==> src/rtl/fault_supervisor_pkg.sv <==
// Package: register map, reset values, timing counts and carriers of the watchdog
package fault_supervisor_pkg;

	// ----------------------------------------------------------------
	// Register map
	// ----------------------------------------------------------------
	localparam logic [11:0] WATCHDOG_CONTROL_OFFSET = 12'h00c;
	localparam logic [7:0]  WATCHDOG_CONTROL_RESET  = 8'h7f;
	localparam int          ACTIVATE_BIT            = 7;
	localparam int          COUNT_TOP_BIT           = 6;
	localparam int          COUNT_W                 = 7;
	localparam logic [6:0]  COUNT_RESET             = 7'h7f;
	localparam logic [6:0]  COUNT_EXPIRE            = 7'h40;

	// ----------------------------------------------------------------
	// Timing counts, in pclk cycles
	// ----------------------------------------------------------------
	localparam int TICK_CYCLES        = 49152;
	localparam int WAKE_DELAY_CLOCKS  = 4096;
	localparam int RESET_PULSE_WIDTH  = 64;

	// ----------------------------------------------------------------
	// Carriers
	// ----------------------------------------------------------------
	typedef struct packed {
		logic        psel;
		logic        penable;
		logic        pwrite;
		logic [11:0] paddr;
		logic [31:0] pwdata;
		logic [3:0]  pstrb;
	} apb_req_s;

	typedef struct packed {
		logic [31:0] prdata;
		logic        pready;
		logic        pslverr;
	} apb_rsp_s;

	typedef enum logic [1:0] {
		MODE_RUN   = 2'b00,
		MODE_HALT  = 2'b01,
		MODE_WAKE  = 2'b10,
		MODE_PULSE = 2'b11
	} mode_e;

endpackage

==> src/rtl/fault_supervisor.sv <==
// Module: countdown watchdog with APB control register and reset pin drive
// Behaviour
// - Count decrements once every 49,152 cycles.
// - Active and 40h to 3Fh starts reset.
// - Count keeps decrementing while not activated.
// - Reset leaves it inactive; active stays active.
// - Activate set, top bit clear: immediate reset.
// - Activate bit set by software, cleared by reset.
// - Hardware option forces watchdog always active.
// - Reset-on-halt option and active: halt resets.
// - Otherwise halt stops counting and reset generation.
// - External wake resumes counting after 4096 clocks.
// - Control register resets to 7Fh.
// - Bit 7 activate, bits 6:0 count, read/write.
`timescale 1ns/100ps
module fault_supervisor
	import fault_supervisor_pkg::*;
#(
	parameter int TICK_LEN  = TICK_CYCLES,
	parameter int PULSE_LEN = RESET_PULSE_WIDTH
) (
	// Clock and reset
	input  wire logic     pclk,
	input  wire logic     presetn,
	// APB slave
	input  wire apb_req_s apb_req,
	output apb_rsp_s      apb_rsp,
	// Option byte settings, from outside the clock domain
	input  wire logic     hw_watchdog_opt,
	input  wire logic     halt_reset_opt,
	// CPU low power events, one-cycle pulses on pclk
	input  wire logic     halt_exec,
	input  wire logic     ext_wake,
	// Reset pin, open drain
	output logic          reset_pin_o,
	output logic          reset_pin_oe
);

	// ----------------------------------------------------------------
	// State
	// ----------------------------------------------------------------
	typedef struct packed {
		logic                watchdog_activate;
		logic [COUNT_W-1:0]  count;
		logic [15:0]         presc;
		mode_e               mode;
		logic [11:0]         wake_cnt;
		logic [15:0]         pulse_cnt;
		logic [2:0]          hw_sync;
		logic [2:0]          halt_sync;
		logic                hw_opt;
		logic                halt_opt;
		apb_rsp_s            rsp;
		logic                pin_oe;
		logic                pin_o;
	} state_s;

	state_s st;
	state_s next_st;

	localparam logic [15:0] TICK_RELOAD  = 16'(TICK_LEN - 1);
	localparam logic [15:0] PULSE_RELOAD = 16'(PULSE_LEN - 1);
	localparam logic [11:0] WAKE_RELOAD  = 12'(WAKE_DELAY_CLOCKS - 1);

	function automatic logic hits_control(input logic [11:0] addr);
		hits_control = (addr[11:2] == WATCHDOG_CONTROL_OFFSET[11:2]);
	endfunction

	// ----------------------------------------------------------------
	// Decode
	// ----------------------------------------------------------------
	logic active;
	logic wr;
	logic tick;
	logic counting;
	logic setup;

	assign active   = st.watchdog_activate | st.hw_opt;
	assign setup    = apb_req.psel & ~apb_req.penable;
	// Write lands only at the edge where the access phase sees pready
	assign wr       = apb_req.psel & apb_req.penable & st.rsp.pready & apb_req.pwrite
		& hits_control(apb_req.paddr) & apb_req.pstrb[0];
	assign counting = (st.mode == MODE_RUN) | (st.mode == MODE_PULSE);
	assign tick     = counting & (st.presc == 16'h0000);

	// ----------------------------------------------------------------
	// Next state
	// ----------------------------------------------------------------
	always_comb begin
		next_st = st;

		// Option inputs: a change counts once stages two and three agree
		next_st.hw_sync   = {st.hw_sync[1:0], hw_watchdog_opt};
		next_st.halt_sync = {st.halt_sync[1:0], halt_reset_opt};
		if (st.hw_sync[2] == st.hw_sync[1]) begin
			next_st.hw_opt = st.hw_sync[2];
		end
		if (st.halt_sync[2] == st.halt_sync[1]) begin
			next_st.halt_opt = st.halt_sync[2];
		end

		// Prescaler stops with the oscillator in halt
		if (counting) begin
			next_st.presc = tick ? TICK_RELOAD : st.presc - 16'h0001;
		end

		// Free running down count, active or not
		if (tick) begin
			next_st.count = st.count - 7'h01;
		end

		// APB answer: zero wait states, registered at setup
		next_st.rsp.pready  = setup;
		next_st.rsp.pslverr = setup & ~hits_control(apb_req.paddr);
		next_st.rsp.prdata  = '0;
		if (setup && !apb_req.pwrite && hits_control(apb_req.paddr)) begin
			next_st.rsp.prdata[7:0] = {st.watchdog_activate, st.count};
		end

		// A refresh written in the tick cycle wins over the decrement
		if (wr) begin
			next_st.watchdog_activate = st.watchdog_activate | apb_req.pwdata[ACTIVATE_BIT];
			next_st.count             = apb_req.pwdata[COUNT_W-1:0];
		end

		unique case (st.mode)
			MODE_RUN: begin
				if (wr && apb_req.pwdata[ACTIVATE_BIT] && !apb_req.pwdata[COUNT_TOP_BIT]) begin
					next_st.mode = MODE_PULSE;
				end else if (active && tick && !wr && st.count == COUNT_EXPIRE) begin
					next_st.mode = MODE_PULSE;
				end else if (halt_exec && st.halt_opt && active) begin
					next_st.mode = MODE_PULSE;
				end else if (halt_exec) begin
					next_st.mode = MODE_HALT;
				end
				if (next_st.mode == MODE_PULSE) begin
					next_st.pin_oe    = 1'b1;
					next_st.pulse_cnt = PULSE_RELOAD;
				end
			end
			MODE_HALT: begin
				// No count and no reset until woken
				if (ext_wake) begin
					next_st.mode     = MODE_WAKE;
					next_st.wake_cnt = WAKE_RELOAD;
				end
			end
			MODE_WAKE: begin
				if (st.wake_cnt == 12'h000) begin
					next_st.mode = MODE_RUN;
				end else begin
					next_st.wake_cnt = st.wake_cnt - 12'h001;
				end
			end
			MODE_PULSE: begin
				// Pin held low for PULSE_LEN cycles, the system reset follows its release
				if (st.pulse_cnt == 16'h0000) begin
					next_st.pin_oe = 1'b0;
					next_st.mode   = MODE_RUN;
				end else begin
					next_st.pulse_cnt = st.pulse_cnt - 16'h0001;
				end
			end
		endcase
	end

	// ----------------------------------------------------------------
	// Registers
	// ----------------------------------------------------------------
	always_ff @(posedge pclk or negedge presetn) begin
		if (!presetn) begin
			next_st_reset: begin
				st                   <= '0;
				st.watchdog_activate <= WATCHDOG_CONTROL_RESET[ACTIVATE_BIT];
				st.count             <= COUNT_RESET;
				st.presc             <= TICK_RELOAD;
				st.mode              <= MODE_RUN;
			end
		end else begin
			st <= next_st;
		end
	end

	assign apb_rsp      = st.rsp;
	assign reset_pin_oe = st.pin_oe;
	// Open drain: the level flop resets to zero and never leaves it, the pin only ever pulls low
	assign reset_pin_o  = st.pin_o;
endmodule

==> config.mk <==
export PLATFORM = sky130hd
export DESIGN_NAME = fault_supervisor
export DESIGN_NICKNAME = d
export VERILOG_FILES = /design/src/rtl/fault_supervisor_pkg.sv /design/src/rtl/fault_supervisor.sv
export SDC_FILE = /design/constraint.sdc
export NUM_CORES = 1
export LEC_CHECK = 0
export BUFFER_PORTS_ARGS = -buffer_cell sky130_fd_sc_hd__buf_2
export CAP_MARGIN = 0
export CORE_MARGIN = 10
export CORE_UTILIZATION = 59
export CTS_CLUSTER_DIAMETER = 30
export CTS_CLUSTER_SIZE = 14
export DETAILED_ROUTE_END_ITERATION = 10
export PLACE_DENSITY = 0.86
export SETUP_SLACK_MARGIN = 0.5
export SLEW_MARGIN = 20
export SYNTH_ARGS = -nofsm -noshare
export SYNTH_HDL_FRONTEND = slang
export SYNTH_SLANG_ARGS = --single-unit
export TNS_END_PERCENT = 1
==> constraint.sdc <==
create_clock -name pclk -period 5.34 [get_ports pclk]
set_input_delay 0.267 -clock pclk [delete_from_list [all_inputs] [get_ports pclk]]
set_output_delay 0.267 -clock pclk [all_outputs]
set_load 0.01 [all_outputs]
Yosys cells after proc, flatten, opt, wreduce, memory -nomap -nowiden
Cells that the tools add are included.

cells by class
  $add $sub $neg = 4
  eq/ne operators = 14
  mux-type cells = 21
  bitwise gates (word level) = 13
  reduce and logical (&&, ||, !) cells = 23

operators with widths
  operator               count
  $mux 16                3
  $logic_not 16->1       2
  $pmux 16 s2            1
  $sub 16x1->16 const B  2
  $pmux 12 s2            1
  $mux 14                1
  $mux 2                 7
  $mux 7                 2
  $logic_not 12->1       1
  $mux 12                1
  $reduce_and 3->1       4
  $sub 12x1->12 const B  1
  $eq 10x2->1 const B    1
  $logic_and 1x1->1      9
  $and 1x1->1            8
  $mux 8                 1
  $ne 2x2->1 const B     4
  $pmux 2 s4             1
  $eq 7x7->1 const B     1
  $sub 7x1->7 const B    1
  $eq 2x2->1 const B     3
  $reduce_bool 2->1      3
  $ne 2x1->1 const B     2
  $logic_not 1->1        3
  other kinds (7)        12

storage, ports and cells
  register bits after elaboration = 73
  input bits = 57
  output and inout bits = 36
  logic and storage cells = 89

Depth between registers and ports, before layout
  depth after elaboration = 14
  mapped depth = 9
  gate-level depth less buffers = 7

Worst setup path before layout
No wires, ideal clock.

  path type = reg-to-reg
  start point = reg st[72] (netlist name)
  end point = reg st[44] (netlist name)
  arrival = 2143 ps
  required time = 5215 ps
  setup slack = 3073 ps
  cell stages (with the launch flop) = 9
  buffers on the path = 1
  path through = dfrtp_1 inv_1 ha_1 nor4_1 and4_1 buf_6 nand3_4 a21oi_2 mux2_2

between the ends
  cells in the longest elaborated chain, start to end = 12
  elaborated cells on any way between the ends = 18
  classes of those cells = eq/ne: 4; mux: 6; bitwise: 2; reduce/logical: 6

RTL lines
  item                                           RTL line                                         text
  start: declaration                             fault_supervisor.sv:58                           state_s st;
  start signal: assignment                       fault_supervisor.sv:181                          st <= next_st;
  $eq 2x2->1 or $logic_not 2->1 (tied branches)  fault_supervisor.sv:83, fault_supervisor.sv:126
  $or 1x1->1                                     fault_supervisor.sv:83                           assign counting = (st.mode == MODE_RUN) | (st.mode == MODE_PULSE);
  $and 1x1->1                                    fault_supervisor.sv:84                           assign tick = counting & (st.presc == 16'h0000);
  $logic_and 1x1->1 (3 in series)                fault_supervisor.sv:130                          end else if (active && tick && !wr && st.count == COUNT_EXPIRE) begin
  $mux 2                                         fault_supervisor.sv:130
  $mux 2                                         fault_supervisor.sv:128                          if (wr && apb_req.pwdata[ACTIVATE_BIT] && !apb_req.pwdata[COUNT_TOP_BIT]) begin
  $mux 2                                         fault_supervisor.sv:126                          unique case (st.mode)
  $eq 2x2->1                                     fault_supervisor.sv:137                          if (next_st.mode == MODE_PULSE) begin
  $ne 2x1->1 (no line)                           -
  $reduce_and 3->1 (no line)                     -

Parallel ways exist; a longest one is shown, timed or not. The select of a mux whose other input is x is not followed.
A chain may end at the register's enable or synchronous reset.

Final worst setup path
Ends and elaborated chain as after synthesis.

==> results.cfg <==
[synth]
synth_top_cells_by_area = dfrtp_1 30%, dfstp_2 14%, buf_4 6.2%
synth-seq-area-share_pct = 43.9
syn-cell-area_um2 = 4220
yosysWarnings = 0
synth_top_area_share_pct = 30.2
syn_avg_cell_area_um2 = 9.95
synth_seq_cells = 73
synthDistinctLibCells = 72
synth_cells = 424
synth_top_cells_by_count = 51 x dfrtp_1, 35 x buf_4, 30 x nand2_1, 22 x dfstp_2, 22 x nor2_1
synth_enable_flop_cells = 0
synth_largest_area_cell = dfrtp_1
yosysMostFrequentCell = dfrtp_1
synthFlopType = dfrtp_1
synthArstFlopShare_pct = 100

[layout]
finalNonFillerCells = 555
area.growth.synth_to_final_pct = 7.62
drive_gt1_share_pct = 21.6
num-nets-final = 522
n_antenna_cell = 0
fillers = 532
fin_util_pct = 66.1

[clock_tree]
ctsResizeCount = 0
clk_latency_ps = 360
h-tree-depth = 3
tritoncts = built
cts_root_buffer = clkbuf_8
clk_pin_slew_ps = 90
cts_sinks = 73
ctsLongestPathBuffers = 2
postCtsSetupBuffers = 0
holdBufCountCts = 2
numCtsBuffers = 9

[die]
std_cell_rows = 30
num_io_pins = 93
die_area_um2 = 10900
die_x_um = 105
start_util_pct = 61.4
die_h_um = 105
core_area_um2 = 6870

[sta]
hold_viol_final = 0
clock.fmax_ghz = 0.325
rsz0062_at_grt = false
period_share_pct = 57.7
setup_viol = 0
maxSlewViolCount = 0
max_slew.worst_pin.slew_ps = 887
setup_tns_ps = 0
fin_crit_ps = 3080
finClkSkew_ps = 8.38
slew-limit-headroom_pct = 40.8

[power]
powerDensity_nw_per_um2 = 393
ir_drop_v = 0.000285
p_leak_nw = 1.86

[placement]
hpwl_um = 6440
place_congestion = 0.814
port_buffers = 38
placedCellCount = 537

[hold_path]
min_path_type = input pin to asynchronous set/reset pin

[global_route]
grt-busiest-layer = met2
grt_pass1_wl_um = 14900
first_global_vias = 3228
overflow = 0
grt_max_degree = 74
track_usage_pct = 16.1
antenna_found_initial = 0
grt_use_met2_pct = 28.6
grtUsageMet3_pct = 4.73
grtUsageMet1_pct = 17.7

[critical_path]
crit_slowest_cell = ha_1
rr_worst_depth = 7
start_kind = register
crit_path_end_kind = register
cpPeakStageDelay_ps = 490
cp_top_family = simple AND/OR/NAND/NOR gates
cp.required_ps = 5590
crit_path_cell_trace = inv_1 > ha_1 > nor4_1 > and4_1 > nand3_4 > a21oi_2 > mux2_2
critPathKind = register to register
critical_path_arrival_ps = 3330
crit_buf_inv = 1
path_depth = 7
critPathMaxFanout = 15

[detailed_routing]
finalWirelength_um = 8770
drt_first_pass_iters = 4
vias_per_cell = 5.80
dr_total_vias = 3219
drt_iter0_markers = 181
drc = 0
ant_nets = 0
wire_per_inst_um = 15.8

[outcome]
outcome = finished, final reports clean

[flow_run]
drv_cap = 0
state kept, by name, indices dropped and copies added, names as in the netlist:
signal	flops
st	58
reset_pin_oe	1
apb_rsp	10
next_st	4
cell families (layout without fill, tap and decap cells):
family                   count (synthesis)  in the layout  share of synthesized area, %
AND/OR/NAND/NOR                        161            161                          22.7
AO/OA/AOI/OAI                           84             84                          14.2
flip-flops                              73             73                          43.9
buffers and inverters                   65             76                          9.34
XOR/XNOR                                20             20                          4.15
adder cells (fa/ha/maj)                 13             13                          3.74
multiplexers                             7              7                          1.78
other                                    1             25                        0.0889
layout make-up:
cell class | instances | area [um^2] | area share (%)
multi-input combinational | 310 | 2070 | 45.5
inverter | 19 | 71.3 | 1.57
sequential | 73 | 1850 | 40.8
clock inverter | 7 | 86.3 | 1.90
tap | 96 | 120 | 2.64
timing repair buffer | 41 | 218 | 4.79
clock buffer | 9 | 124 | 2.73
per-layer routing:
layer,wire length (um),vias up,part of all wire [%]
li1,-,1553,-
met1,3590,1579,41
met2,4620,77,53
met3,430,10,4.9
met4,124,0,1.4
met5,0,-,0
worst register-to-register path, stage by stage, from the launching register on:
cell,delay [ps]
dfrtp_1,420
inv_1,120
ha_1,490
nor4_1,360
and4_1,460
nand3_4,270
a21oi_2,460
mux2_2,390
stage by stage:
step / worst slack, ps / hold WS [ps] / instance area [um^2] / power (mW)
3_5_place_dp: 2250 / 346 / 4310 / 1.33
3_3_place_gp: 2330 / 333 / 4310 / 1.29
4_1_cts: 2250 / 115 / 4540 / 1.79
6_report: 2260 / 98.1 / 4540 / 1.78
5_1_grt: 1940 / 126 / 4540 / 1.90
2_1_floorplan: 3070 / -28.6 / 4310 / 1.19
power breakdown:
group	internal [mW]	switching, mW	leakage [nW]
combinational	0.212	0.350	0.925
sequential	0.663	0.105	0.828
clock	0.226	0.229	0.104
worst paths after layout:
kind | from | to | slack (ps)
worst max-delay path | st[72] | st[44] | 2260
worst min-delay path | presetn | st[58] | 100
worst min register to register | next_st[42] | next_st[43] | 360
min in group pclk | apb_req[5] | st[91] | 140
worst max register to register | st[72] | st[44] | 2260
max in group asynchronous | presetn | st[36] | 4650
cell usage in the layout (no fill, tap or decap), types with 6 or more instances in the layout:
master,n
a21oi_1,20
and2_1,7
and3_1,7
buf_2,38
clkbuf_8,9
conb_1,25
dfrtp_1,51
dfstp_2,22
ha_1,11
inv_1,19
nand2_1,30
nand3_1,19
nand4_1,8
nor2_1,22
nor3_1,12
nor4_1,10
o21ai_0,13
or3_1,10
or4_1,6
xnor2_1,10
xor2_1,10
No activity file was read; power rests on OpenSTA's default activity.
